`src/hdl/tfba_regs.vh`:
```
`ifndef TFBA_REGS_VH
`define TFBA_REGS_VH
// Register word offsets
`define TFBA_ADDR_CTRL 4'h0
`define TFBA_ADDR_FRAME 4'h1
`define TFBA_ADDR_GAIN 4'h2
`define TFBA_ADDR_STATUS 4'h3
`define TFBA_ADDR_CFG 4'h4
`define TFBA_ADDR_PITCH 4'h5
`define TFBA_ADDR_GAINQ 4'h6
`define TFBA_ADDR_TABLE 4'h8
// CTRL fields
`define TFBA_CTRL_START 0
`define TFBA_CTRL_RATE16 1
`define TFBA_CTRL_RATE64 2
// FRAME fields: subframe length, impulse position, glottal subframe
`define TFBA_FR_LEN_LSB 0
`define TFBA_FR_POS_LSB 8
`define TFBA_FR_GS_LSB 16
// Limits
`define TFBA_PITCH_MIN1 8'h22
`define TFBA_PITCH_MAX4 8'he7
`define TFBA_GAIN_EPS 16'h0001
`define TFBA_NSUB16 3'h5
`define TFBA_NSUB12 3'h4
`endif

```
`src/hdl/tfba_allocator.v`:
```
// Contract
// - 16 kHz: glottal shape in one of five
// - Subframes before glottal shape: algebraic only
// - Subframes after glottal shape: adaptive plus algebraic
// - 16 kHz prefix codes 00 01 10 110 111
// - Up to 32 kbps: joint vector gain quantization
// - 64 kbps: separate scalar gain quantizers
// - Zero first stage: algebraic gain only
// - Optimal gain is correlation over energy plus epsilon
// - Index is largest below midpoint threshold
// - Three-bit index; gain is entry times prediction
// - Two impulses first: pitch 34..N, 6 bits
// - Later pitches delta coded, 5 or 6 bits
// - Second subframe impulse: 7-bit pitch in subframe two
// - Then third, fourth delta coded in 6 bits
// - Third subframe impulse: subframe two zero excitation
// - Third subframe pitch 7 bits, wide range
// - Fourth subframe delta coded 5 or 6 bits
// - Subframe two carries 3-bit algebraic gain only
// - Fourth-subframe impulse: pitch only in fourth
// - Fourth pitch sent even if impulse later
// - That case: subframes two, three 3-bit gains
// - 12.8 kHz: glottal shape in one of four
// - 12.8 kHz prefix codes for configurations one..seven
//
// The Avalon-MM register port and the register addresses were chosen for this implementation.
`timescale 1ns/1ps
`include "tfba_regs.vh"
module tfba_allocator (
    input wire clock,
    input wire rst,
    input wire [3:0] avs_address,
    input wire avs_read,
    input wire avs_write,
    input wire [31:0] avs_writedata,
    output reg [31:0] avs_readdata,
    output reg avs_waitrequest,
    // Frame fields towards the packer, all held between done pulses
    output reg frame_done_reg,
    output reg [3:0] prefix_code_reg,
    output reg [2:0] prefix_len_reg,
    output reg [14:0] sub_mode_reg,
    output reg [14:0] pitch_bits_reg,
    output reg [9:0] gain_bits_reg,
    output reg [2:0] gain_index_reg,
    output reg [31:0] gain_quant_reg
);
    // Mode codes per subframe: 0 algebraic, 1 glottal+alg, 2 adaptive+alg
    // Codes above 2 are never produced
    localparam M_ALG = 3'h0;
    localparam M_GS = 3'h1;
    localparam M_ADA = 3'h2;
    // Gain coding codes: 0 none, 1 3-bit alg only, 2 vector, 3 scalar pair
    // Zero means the subframe carries no gain field at all
    localparam G_ALG3 = 2'h1;
    localparam G_VQ = 2'h2;
    localparam G_SQ = 2'h3;
    // Sequencer states; the search walks the table from the top down
    localparam ST_IDLE = 2'h0;
    localparam ST_CALC = 2'h1;
    localparam ST_SRCH = 2'h2;

    // Software-written frame inputs, held while a frame is in flight
    reg [2:0] ctrl_reg;
    reg [23:0] frame_reg;

    // Gain datapath inputs: correlation, energy, predicted gain
    reg [31:0] corr_reg;
    reg [31:0] energy_reg;
    reg [31:0] pred_reg;

    // Eight-entry correction table, unsigned 0.16
    reg [15:0] table_reg [0:7];

    // Sequencer and divider state
    reg [1:0] state_reg;
    reg [2:0] idx_reg;
    reg [31:0] gopt_reg;
    reg [31:0] div_cnt_reg;
    reg [31:0] rem_reg;
    reg [2:0] pitch_cfg_reg;
    reg [7:0] pmin_reg;
    reg [7:0] pmax_reg;
    reg busy_reg;

    // Frame field views; the rate bits pick the configuration set
    // and the delta pitch width for the whole frame
    // Both are sampled from the control word written with start
    wire rate16 = ctrl_reg[`TFBA_CTRL_RATE16];
    wire rate64 = ctrl_reg[`TFBA_CTRL_RATE64];
    wire [7:0] sub_len = frame_reg[7:0];
    wire [7:0] imp_pos = frame_reg[15:8];
    wire [2:0] gs_sub = frame_reg[18:16];
    wire [2:0] nsub = rate16 ? `TFBA_NSUB16 : `TFBA_NSUB12;
    wire [1:0] dbits = rate64 ? 2'h2 : 2'h1;

    // Prefix code of the selected placement, right-aligned
    // Codes are prefix-free, so the packer needs only the length
    // to place them; unused upper bits stay zero
    reg [3:0] code_next;
    reg [2:0] clen_next;
    always @* begin
        code_next = 4'h0;
        clen_next = 3'h2;
        if (rate16) begin
            // Wide rate: five placements, two or three bits
            case (gs_sub)
                3'h0: begin code_next = 4'h0; clen_next = 3'h2; end
                3'h1: begin code_next = 4'h1; clen_next = 3'h2; end
                3'h2: begin code_next = 4'h2; clen_next = 3'h2; end
                3'h3: begin code_next = 4'h6; clen_next = 3'h3; end
                default: begin code_next = 4'h7; clen_next = 3'h3; end
            endcase
        end else begin
            // Narrow rate: seven configurations, one to four bits
            case (frame_reg[21:19])
                3'h0: begin code_next = 4'h1; clen_next = 3'h1; end
                3'h1: begin code_next = 4'h5; clen_next = 3'h4; end
                3'h2: begin code_next = 4'h4; clen_next = 3'h4; end
                3'h3: begin code_next = 4'h3; clen_next = 3'h3; end
                3'h4: begin code_next = 4'h1; clen_next = 3'h3; end
                3'h5: begin code_next = 4'h1; clen_next = 3'h4; end
                default: begin code_next = 4'h0; clen_next = 3'h4; end
            endcase
        end
    end

    // Configuration at 12.8 kHz: frame_reg[21:19] 0..3 -> four first-subframe cases
    // Codes 4..6 only move the glottal slot; their pitch fields get no special
    // case, though the range block gives them the code 3 range, keeping the decode small
    wire [2:0] cfg12 = frame_reg[21:19];
    wire [2:0] gs_eff = rate16 ? gs_sub : ((cfg12 < 3'h4) ? 3'h0 : cfg12 - 3'h3);

    // Per-subframe codebook, pitch width and gain coding
    // Generic placement first, then the first-subframe cases of the
    // narrow rate override the fields they own; subframes beyond the
    // frame length stay zero
    reg [14:0] mode_next;
    reg [14:0] pitch_next;
    reg [9:0] gain_next;
    integer i;
    always @* begin
        mode_next = 15'h0000;
        pitch_next = 15'h0000;
        gain_next = 10'h000;
        for (i = 0; i < 5; i = i + 1) begin
            // Before, at and after the glottal slot
            if (i[2:0] < nsub) begin
                if (i[2:0] < gs_eff) begin
                    mode_next[i*3 +: 3] = M_ALG;
                    gain_next[i*2 +: 2] = G_ALG3;
                end else if (i[2:0] == gs_eff) begin
                    mode_next[i*3 +: 3] = M_GS;
                    gain_next[i*2 +: 2] = rate64 ? G_SQ : G_VQ;
                end else begin
                    mode_next[i*3 +: 3] = M_ADA;
                    gain_next[i*2 +: 2] = rate64 ? G_SQ : G_VQ;
                    pitch_next[i*3 +: 3] = 3'h6;
                end
            end
        end
        if (!rate16 && cfg12 < 3'h4) begin
            case (cfg12)
                // Two impulses in subframe one
                3'h0: begin
                    pitch_next = {3'h0, {1'b1, dbits}, {1'b1, dbits},
                        {1'b1, dbits}, 3'h6};
                end
                // Second impulse in subframe two
                3'h1: begin
                    pitch_next = {3'h0, 3'h6, 3'h6, 3'h7, 3'h0};
                end
                // Subframe three impulse; subframe two loses its first stage
                3'h2: begin
                    mode_next[5:3] = M_ALG;
                    gain_next[3:2] = G_ALG3;
                    pitch_next = {3'h0, {1'b1, dbits}, 3'h7, 3'h0, 3'h0};
                end
                // Impulse in subframe four or in the next frame
                default: begin
                    mode_next[8:3] = {M_ALG, M_ALG};
                    gain_next[5:2] = {G_ALG3, G_ALG3};
                    pitch_next = {3'h0, 3'h7, 3'h0, 3'h0, 3'h0};
                end
            endcase
        end
    end

    // Pitch range for the first coded absolute pitch
    // Eight bits suffice for the lengths used here; a length above 85
    // would wrap the 3N terms, a known limit of this datapath
    reg [7:0] pmin_next;
    reg [7:0] pmax_next;
    always @* begin
        pmin_next = 8'h00;
        pmax_next = 8'h00;
        case (cfg12)
            // Strictly above 34 and below the subframe length
            3'h0: begin pmin_next = `TFBA_PITCH_MIN1 + 8'h01; pmax_next = sub_len - 8'h01; end
            // Lower end shrinks when the impulse sits late
            3'h1: begin
                pmin_next = (sub_len - imp_pos < `TFBA_PITCH_MIN1) ?
                    sub_len - imp_pos : `TFBA_PITCH_MIN1;
                pmax_next = {sub_len[6:0], 1'b0} - 8'h01 - imp_pos;
            end
            // One subframe wide, starting past the second subframe
            3'h2: begin
                pmin_next = {sub_len[6:0], 1'b0} - 8'h01 - imp_pos;
                pmax_next = sub_len + {sub_len[6:0], 1'b0} - 8'h01 - imp_pos;
            end
            // Open upper end, bounded only by the pitch maximum
            default: begin
                pmin_next = sub_len + {sub_len[6:0], 1'b0} - imp_pos;
                pmax_next = `TFBA_PITCH_MAX4;
            end
        endcase
    end

    // Threshold for the index search, midpoint times prediction
    // Midpoint is halved before the product, so one LSB of the table
    // may be lost; the search only needs the ordering
    wire [16:0] mid_sum = {1'b0, table_reg[idx_reg]} +
        {1'b0, table_reg[(idx_reg == 3'h7) ? 3'h7 : idx_reg + 3'h1]};
    wire [47:0] thr_full = pred_reg * {15'h0, mid_sum[16:1]};
    wire [31:0] thr = thr_full[47:16];

    // Quantized gain, entry times prediction, back to 16.16
    wire [47:0] gq_full = pred_reg * {16'h0, table_reg[idx_reg]};

    // Frame sequencer, repeated-subtraction divider, then index search
    // Start is honoured only from idle; the divide takes one cycle per
    // unit of quotient, so large gains cost time, not area
    always @(posedge clock or posedge rst) begin
        if (rst) begin
            // Outputs clear to zero so the packer sees an empty frame
            state_reg <= ST_IDLE;
            busy_reg <= 1'b0;
            idx_reg <= 3'h0;
            gopt_reg <= 32'h0;
            div_cnt_reg <= 32'h0;
            rem_reg <= 32'h0;
            frame_done_reg <= 1'b0;
            prefix_code_reg <= 4'h0;
            prefix_len_reg <= 3'h0;
            sub_mode_reg <= 15'h0;
            pitch_bits_reg <= 15'h0;
            gain_bits_reg <= 10'h0;
            gain_index_reg <= 3'h0;
            gain_quant_reg <= 32'h0;
            pmin_reg <= 8'h0;
            pmax_reg <= 8'h0;
            pitch_cfg_reg <= 3'h0;
        end else begin
            frame_done_reg <= 1'b0;
            case (state_reg)
                // Frame inputs were written before start
                ST_IDLE: begin
                    if (avs_write && !avs_waitrequest && avs_address == `TFBA_ADDR_CTRL
                        && avs_writedata[`TFBA_CTRL_START]) begin
                        state_reg <= ST_CALC;
                        busy_reg <= 1'b1;
                        rem_reg <= corr_reg;
                        gopt_reg <= 32'h0;
                        div_cnt_reg <= 32'h0;
                    end
                end
                ST_CALC: begin
                    // Quotient by repeated subtraction; 16 fractional bits dropped
                    // Capped at 16 integer bits; larger gains saturate
                    if (rem_reg >= energy_reg + {16'h0, `TFBA_GAIN_EPS} &&
                        div_cnt_reg < 32'h0000ffff) begin
                        rem_reg <= rem_reg - energy_reg - {16'h0, `TFBA_GAIN_EPS};
                        gopt_reg <= gopt_reg + 32'h0001_0000;
                        div_cnt_reg <= div_cnt_reg + 32'h1;
                    end else begin
                        // Start at the highest index that has an upper neighbour
                        state_reg <= ST_SRCH;
                        idx_reg <= 3'h6;
                    end
                end
                ST_SRCH: begin
                    // Walking down, the first hit is the largest qualifying index;
                    // with no hit at all the bottom entry is kept
                    if (idx_reg != 3'h0 && !(gopt_reg < thr)) begin
                        idx_reg <= idx_reg - 3'h1;
                    end else begin
                        // Publish all frame fields together with the done pulse
                        gain_index_reg <= idx_reg;
                        gain_quant_reg <= gq_full[47:16];
                        prefix_code_reg <= code_next;
                        prefix_len_reg <= clen_next;
                        sub_mode_reg <= mode_next;
                        pitch_bits_reg <= pitch_next;
                        gain_bits_reg <= gain_next;
                        pmin_reg <= pmin_next;
                        pmax_reg <= pmax_next;
                        pitch_cfg_reg <= cfg12;
                        frame_done_reg <= 1'b1;
                        busy_reg <= 1'b0;
                        state_reg <= ST_IDLE;
                    end
                end
                default: state_reg <= ST_IDLE;
            endcase
        end
    end

    // Register writes; waitrequest drops one cycle after request
    // Every access takes two cycles: the first edge sees the request
    // with waitrequest high and prepares read data, the second edge
    // completes it with waitrequest low; writes are ignored while busy
    // so a frame in flight always sees stable inputs
    integer k;
    always @(posedge clock or posedge rst) begin
        if (rst) begin
            // Table cleared; software must load it before the first frame
            avs_waitrequest <= 1'b1;
            avs_readdata <= 32'h0;
            ctrl_reg <= 3'h0;
            frame_reg <= 24'h0;
            corr_reg <= 32'h0;
            energy_reg <= 32'h0;
            pred_reg <= 32'h0;
            for (k = 0; k < 8; k = k + 1) begin
                table_reg[k] <= 16'h0;
            end
        end else begin
            // Low for exactly one cycle, then back to idle high
            if ((avs_read || avs_write) && avs_waitrequest) begin
                avs_waitrequest <= 1'b0;
            end else begin
                avs_waitrequest <= 1'b1;
            end
            // Write lands at the completing edge; start bit never stored
            if (avs_write && !avs_waitrequest && !busy_reg) begin
                case (avs_address)
                    `TFBA_ADDR_CTRL: ctrl_reg <= {avs_writedata[2:1], 1'b0};
                    `TFBA_ADDR_FRAME: frame_reg <= avs_writedata[23:0];
                    `TFBA_ADDR_GAIN: corr_reg <= avs_writedata;
                    `TFBA_ADDR_STATUS: energy_reg <= avs_writedata;
                    `TFBA_ADDR_CFG: pred_reg <= avs_writedata;
                    // Table entries at 8..15; other offsets drop the write
                    default: begin
                        if (avs_address[3]) begin
                            table_reg[avs_address[2:0]] <= avs_writedata[15:0];
                        end
                    end
                endcase
            end
            // Read data prepared one edge early so it stands when sampled
            if (avs_read && avs_waitrequest) begin
                case (avs_address)
                    `TFBA_ADDR_CTRL: avs_readdata <= {28'h0, busy_reg, ctrl_reg};
                    `TFBA_ADDR_FRAME: avs_readdata <= {8'h0, frame_reg};
                    `TFBA_ADDR_GAIN: avs_readdata <= corr_reg;
                    `TFBA_ADDR_STATUS: avs_readdata <= energy_reg;
                    `TFBA_ADDR_CFG: avs_readdata <= pred_reg;
                    `TFBA_ADDR_PITCH: avs_readdata <= {13'h0, pitch_cfg_reg, pmax_reg, pmin_reg};
                    `TFBA_ADDR_GAINQ: avs_readdata <= {29'h0, gain_index_reg};
                    // Unmapped offsets read zero
                    default: begin
                        avs_readdata <= avs_address[3] ?
                            {16'h0, table_reg[avs_address[2:0]]} : 32'h0;
                    end
                endcase
            end
        end
    end
endmodule // tfba_allocator

```
`config.mk`:
```
export PLATFORM = sky130hd
export DESIGN_NAME = tfba_allocator
export DESIGN_NICKNAME = d
export VERILOG_FILES = /design/src/hdl/tfba_allocator.v
export VERILOG_INCLUDE_DIRS = /design/src /design/src/hdl
export SDC_FILE = /design/constraint.sdc
export NUM_CORES = 2
export LEC_CHECK = 0
export ABC_AREA = 1
export ABC_CLOCK_PERIOD_IN_PS = 14110
export BUFFER_PORTS_ARGS = -buffer_cell sky130_fd_sc_hd__buf_2
export CAP_MARGIN = 20
export CORE_MARGIN = 3
export CORE_UTILIZATION = 40
export DETAILED_ROUTE_END_ITERATION = 8
export PLACE_DENSITY_LB_ADDON = 0.12
export RECOVER_POWER = 100
export SYNTH_ARGS = -nofsm -noshare
export SYNTH_HDL_FRONTEND = slang
export SYNTH_SLANG_ARGS = --single-unit
```
`constraint.sdc`:
```
create_clock -name clock -period 14.11 [get_ports clock]
set_clock_uncertainty 0.1 [all_clocks]
set_input_delay 0 -clock clock [delete_from_list [all_inputs] [get_ports clock]]
set_output_delay 0 -clock clock [all_outputs]
set_load 0.02 [all_outputs]
```
**After elaboration in Yosys (flattened, before gate mapping)**

Cells that the tools add are included.

- Add/sub/neg operators: 17
- Multipliers: 2
- Magnitude comparators: 19
- Equal/unequal tests: 26
- Muxes and demuxes: 98
- Bitwise gates (word level): 5
- Reduce and logical (&&, ||, !) cells: 41

Operators by type and width:

| cell | count |
|---|---|
| $pmux 32 s7 | 1 |
| $pmux 32 s2 | 3 |
| $mux 32 | 5 |
| $bmux 16 s3 | 3 |
| $bwmux 128 | 1 |
| $mux 16 | 8 |
| $mul 32x16->48 | 2 |
| $mux 3 | 23 |
| $add 32x1->32 const B | 2 |
| $mux 2 | 31 |
| $demux 16 s3 | 1 |
| $pmux 8 s3 | 2 |
| $pmux 11 s3 | 1 |
| $add 32x17->32 const B | 1 |
| $ge 32x32->1 | 1 |
| $lt 32x16->1 const B | 1 |
| $lt 32x32->1 | 1 |
| $sub 32x1->32 const B | 1 |
| $sub 32x32->32 | 1 |
| $sub 8x8->8 | 4 |
| $pmux 3 s4 | 2 |
| $sub 8x1->8 const B | 3 |
| $add 16x16->17 | 1 |
| $mux 15 | 1 |
| other kinds (45) | 108 |

- Flip-flop bits (word level): 487
- Input port bits: 40
- Output and inout port bits: 116
- Word-level logic and storage cells: 240

**Longest topological paths before layout**

- Depth in word-level cells: 13
- Gate-level depth with buffers: 68
- Depth with buffers taken out: 64

**Least setup slack after synthesis**

Ideal clock, no wire load.

- Path kind: reg-to-reg
- Start point: register idx_reg[0]
- End point: register pitch_bits_reg[4]
- Setup time: 0.130 ns
- Arrival time: 10.379 ns
- Data required time: 13.880 ns
- Path slack: 3.501 ns
- Cell stages (with the launch flop): 62
- Path buffers: 6
- Period minus slack after synthesis: 10.609 ns
- Cells stage by stage: dfrtp_1 -> inv_2 -> clkbuf_1 -> buf_1 -> ha_1 -> nor2_2 -> inv_2 -> clkbuf_1 -> o31ai_1 -> fa_1 -> nand3_1 -> nand2_1 -> a21oi_1 -> or2_2 -> nand2_1 -> a21oi_1 -> inv_1 -> or2_2 -> (+26 left out) -> o2111ai_1 -> xor2_1 -> ha_1 -> nand2_1 -> nor2_1 -> nand4_1 -> nor4_1 -> nand3_1 -> nor2_1 -> nand2_1 -> nor2_1 -> nand3_1 -> nand2_1 -> nand2_2 -> nand2_4 -> buf_8 -> buf_6 -> o21ai_0

- Longest elaborated chain between the ends: 13
- Elaborated cells on any way between the ends: 19
- Those cells by class: add/sub: 2; mul: 1; order compare: 1; eq/ne: 1; mux: 7; bitwise: 3; reduce/logical: 4

Ends and longest elaborated chain:

| what | RTL line | text |
|---|---|---|
| start, declared | tfba_allocator.v:77 | `reg [2:0] idx_reg;` |
| start signal, assigned | tfba_allocator.v:285 | `idx_reg <= idx_reg - 3'h1;` |
| $add 3x1->3 or $eq 3x3->1 (tied branches) | tfba_allocator.v:223 | `{1'b0, table_reg[(idx_reg == 3'h7) ? 3'h7 : idx_reg + 3'h1]};` |
| $mux 3 | tfba_allocator.v:223 |  |
| $not 3->4 | tfba_allocator.v:223 |  |
| $bmux 16 s3 | tfba_allocator.v:223 |  |
| $mux 16 (2 in series) | tfba_allocator.v:223 |  |
| $add 16x16->17 | tfba_allocator.v:222 | `wire [16:0] mid_sum = {1'b0, table_reg[idx_reg]} +` |
| $mul 32x16->48 | tfba_allocator.v:224 | `wire [47:0] thr_full = pred_reg * {15'h0, mid_sum[16:1]};` |
| $lt 32x32->1 | tfba_allocator.v:284 | `if (idx_reg != 3'h0 && !(gopt_reg < thr)) begin` |
| $logic_not 1->1 | tfba_allocator.v:284 |  |
| $logic_and 1x1->1 (*) | tfba_allocator.v:284 |  |
| $not 1->1 (no line) (*) | - |  |
| $reduce_and 2->1 (no line) (*) | - |  |
| end signal, assigned | tfba_allocator.v:293 | `pitch_bits_reg <= pitch_next;` |
| end, declared | tfba_allocator.v:43 | `output reg [14:0] pitch_bits_reg,` |

Mark *: on every way between the ends. The rest lies on a longest branch, timed or not. The select of a mux whose other input is x is not followed.
A chain may end at the register's enable or synchronous reset.

**Worst setup path after layout**

- Start point: register idx_reg[0]
- End point: register gain_quant_reg[30]

- Longest elaborated chain between the ends: 13
- Elaborated cells on any way between the ends: 20
- Those cells by class: add/sub: 2; mul: 2; order compare: 1; eq/ne: 1; mux: 7; bitwise: 3; reduce/logical: 4

Ends and longest elaborated chain:

| what | RTL line | text |
|---|---|---|
| $add 3x1->3 or $eq 3x3->1 (tied branches) | tfba_allocator.v:223 |  |
| $mux 3 | tfba_allocator.v:223 |  |
| $not 3->4 | tfba_allocator.v:223 |  |
| $bmux 16 s3 | tfba_allocator.v:223 |  |
| $mux 16 (2 in series) | tfba_allocator.v:223 |  |
| $add 16x16->17 | tfba_allocator.v:222 |  |
| $mul 32x16->48 | tfba_allocator.v:224 |  |
| $lt 32x32->1 | tfba_allocator.v:284 |  |
| $logic_not 1->1 | tfba_allocator.v:284 |  |
| $logic_and 1x1->1 | tfba_allocator.v:284 |  |
| $not 1->1 (no line) | - |  |
| $reduce_and 2->1 (no line) | - |  |
| end signal, assigned | tfba_allocator.v:289 | `gain_quant_reg <= gq_full[47:16];` |
| end, declared | tfba_allocator.v:46 | `output reg [31:0] gain_quant_reg` |

Several ways; a longest one is shown, not always the timed one. The select of a mux whose other input is x is not followed.

==> results.yml <==
clock_tree:
  cts.clk_slew.worst_paths_ps: 60
  htreeDepth: 2
  post_cts_buffers: 0
  clk_latency_ps: 690
  numCtsBuffers: 55
  cts_tree: "built"
  clock_sinks: 461
  clockRootBuffer: "clkbuf_16"
  clockBufferDepth: 3
cells_and_area:
  largest_reg_flops: 128
  syn_to_final_growth_pct: 7.90
  layout_common_cells: "1856 x nand2_1, 1412 x inv_1, 841 x fa_1"
  nNetsFinal: 9062
  final_common_cell: "nand2_1"
  drive_gt1_share_pct: 3.71
  final_core_util_pct: 43.7
pwr:
  leakage_nw: 29.6
  p_comb_share_pct: 4.4
  seq_power_share_pct: 44.7
  p_int_w: 0.00222
  switchingPower_w: 0.000766
  p_sw_share_pct: 25.7
  peakVddDrop_uv: 88.6
  p_per_area_mw_per_mm2: 46.1
  power.share.clock_pct: 50.8
sta:
  tightestPinTransition_ps: 4440
  clock.fmax_mhz: 76.5
  drv_slew: 1180
  finalHoldViolations: 0
  rsz0062_at_grt: "false"
  slew_headroom_pct: -196
  holdWs_ps: 128
  finalSetupTns_ps: 0
  min_period_ps: 13080
  setup_viol: 0
  fin_crit_sh_pct: 92.7
min_path:
  min_path_type: "primary input to register"
  worstHoldPathCells: 4
routing:
  wirelength_mm: 227
  drt_iter0_markers: 4892
  post_drt_wl_per_cell_um: 23.0
  first_pass_iters: 6
  vias: 53600
  via_per_inst: 5.44
  drc: 0
  ant_nets: 0
setup_path:
  r2r-end: "gain_quant_reg[30]$_DFFE_PP0P_"
  worst_setup_path_start_kind: "register"
  rr_worst_depth: 56
  end_kind: "register"
  crit_fanout: 71
  cp_common_cell: "nand2_1"
  crit_path_end: "gain_quant_reg[30]$_DFFE_PP0P_"
  r2r_slack_ps: 1030
  worstPathRequired_ps: 14520
  r2r_start: "idx_reg[0]$_DFFE_PP0P_"
  arrival_ps: 13490
  crit_path_top_delay_cell: "nand2_4"
  cp_slowest_stage_delay_ps: 730
  startpoint: "idx_reg[0]$_DFFE_PP0P_"
  crit_type: "register to register"
status:
  violations: "capacitance limit, slew limit"
  status: "finished with violations"
placed_design:
  routabilityCongestion: 0.971
  place_hpwl_mm: 173
  io_buffers: 147
floorplanning:
  dieArea_mm2: 0.155
  die_w_um: 393
  fp-row-count: 141
  die_y_um: 393
  start_util_pct: 40.5
  core_mm2: 0.148
  io_pins: 156
global_route:
  antenna_found_initial: 6
  grt_usage_pct: 29.3
  gr-total-overflow: 0
  grt_pass1_vias: 54100
  grt_max_degree: 108
  grt_first_pass_wirelength_mm: 346
synthesis:
  synth_async_sr_flop_share_pct: 100
  synth_flop_cell: "dfrtp_1"
  synth.distinct_cells: 60
  syn_inst: 7817
  syn_avg_cell_area_um2: 7.68
  syn_area_mm2: 0.0600
  ys_warn_count: 0
  ys_seq_area_share_pct: 19.2
  synth-seq-cells: 461
  synth_edf_count: 0
run:
  maxCapViolCount: 24
==> critical path: cells and delay by family (launching register included) <==
kind	cells	cell delay (ps)
compound gates	11	2130
xor+xnor	1	110
fa+ha+maj	9	3950
buf+inv	9	2080
flops	1	360
simple gates	26	4120
==> per-layer routing <==
metal	part of all wire (%)	track usage, %
met5	0	0
met3	6.7	3.69
met4	4.4	10.5
met1	44	41.2
met2	45	46.4
==> kinds of logic (layout without fill, tap and decap cells) <==
logic type	count (synthesis)	count (layout)	synth area share [%]
flops	461	461	19.2
other cells	1	11	0.00625
simple gates	2892	2893	19.3
compound gates	1309	1309	12.3
xor+xnor	113	113	1.65
fa+ha+maj	1213	1213	35.8
buf+inv	1828	1853	11.7
==> how the worst min path moves through the flow <==
stage	startpoint	end	slack, ps
3_5_place_dp	rst	sub_mode_reg[10]$_DFFE_PP0P_	70
6_report	avs_writedata[29]	energy_reg[29]$_DFFE_PP0P_	130
5_1_grt	avs_writedata[28]	pred_reg[28]$_DFFE_PP0P_	140
2_1_floorplan	avs_write	avs_waitrequest$_DFF_PP1_	-40
3_3_place_gp	rst	pitch_bits_reg[11]$_DFFE_PP0P_	70
4_1_cts	avs_address[1]	avs_readdata[9]$_DFFE_PP0P_	10
==> per-stage QoR <==
stage	instances	instance area (um^2)	total power (W)	worst slack (ps)
after floorplan	7824	60100	0.00142	1160
after global placement	9711	62700	0.00149	1170
after detailed placement	9711	62700	0.00149	960
after CTS	9850	65000	0.00302	904
after global routing	9852	64800	0.00308	61.5
final	9855	64800	0.00299	1030
==> timing repair <==
item / CTS / global route
gates resized for setup: 0 / 2
setup endpoints to repair: 0 / 30
hold buffers: 41 / 0
endpoints found under the hold margin: 359 / 0
==> cells in the mapped netlist (4+ instances only) <==
| master | number | area share (%) |
|---|---|---|
| o211ai_1 | 55 | 0.69 |
| o21bai_1 | 14 | 0.18 |
| xor2_1 | 70 | 1.0 |
| buf_1 | 12 | 0.075 |
| a21boi_0 | 5 | 0.063 |
| ha_1 | 372 | 7.8 |
| nand2_1 | 1860 | 12 |
| inv_1 | 1413 | 8.8 |
| nand4_1 | 36 | 0.38 |
| o2111ai_1 | 10 | 0.15 |
| or2_2 | 21 | 0.22 |
| dfrtp_1 | 460 | 19 |
| nand3_1 | 276 | 2.3 |
| fa_1 | 841 | 28 |
| a21o_1 | 8 | 0.10 |
| nand2_2 | 5 | 0.052 |
| clkinv_1 | 10 | 0.063 |
| nor4_1 | 29 | 0.30 |
| buf_6 | 9 | 0.17 |
| a31oi_1 | 52 | 0.54 |
| a221oi_1 | 23 | 0.34 |
| buf_2 | 25 | 0.21 |
| xnor2_1 | 43 | 0.63 |
| clkbuf_1 | 335 | 2.1 |
| a211oi_1 | 29 | 0.36 |
| o21a_1 | 15 | 0.19 |
| a21oi_1 | 360 | 3.0 |
| buf_4 | 12 | 0.15 |
| nor3_1 | 50 | 0.42 |
| o31ai_1 | 15 | 0.19 |
| nor2_1 | 591 | 3.7 |
| nand3b_1 | 12 | 0.15 |
| o22ai_1 | 18 | 0.19 |
| inv_2 | 10 | 0.063 |
| o21ai_1 | 56 | 0.47 |
| nor2_2 | 4 | 0.042 |
| o21ai_0 | 578 | 4.8 |
| o221ai_1 | 53 | 0.77 |
==> final cells by class <==
cell class / count / area (um^2)
well taps: 2002 / 2500
flip-flops and latches: 461 / 11500
multi-input cells: 5536 / 41500
repair buffers: 322 / 1950
fillers: 15500 / 83600
clock inverters: 19 / 270
clock buffers: 79 / 1580
inverters: 1433 / 5390
diodes: 3 / 7.51
==> power groups by stage <==
| stage | sequential, W | clock (W) | combinational, W |
|---|---|---|---|
| after floorplan | 0.00136 | 0 | 0.0000585 |
| after global placement | 0.00136 | 0 | 0.000126 |
| after detailed placement | 0.00136 | 0 | 0.000126 |
| after CTS | 0.00133 | 0.00155 | 0.000135 |
| after global routing | 0.00134 | 0.00160 | 0.000142 |
| final | 0.00134 | 0.00152 | 0.000132 |
Power figures use the tool's default switching activity.
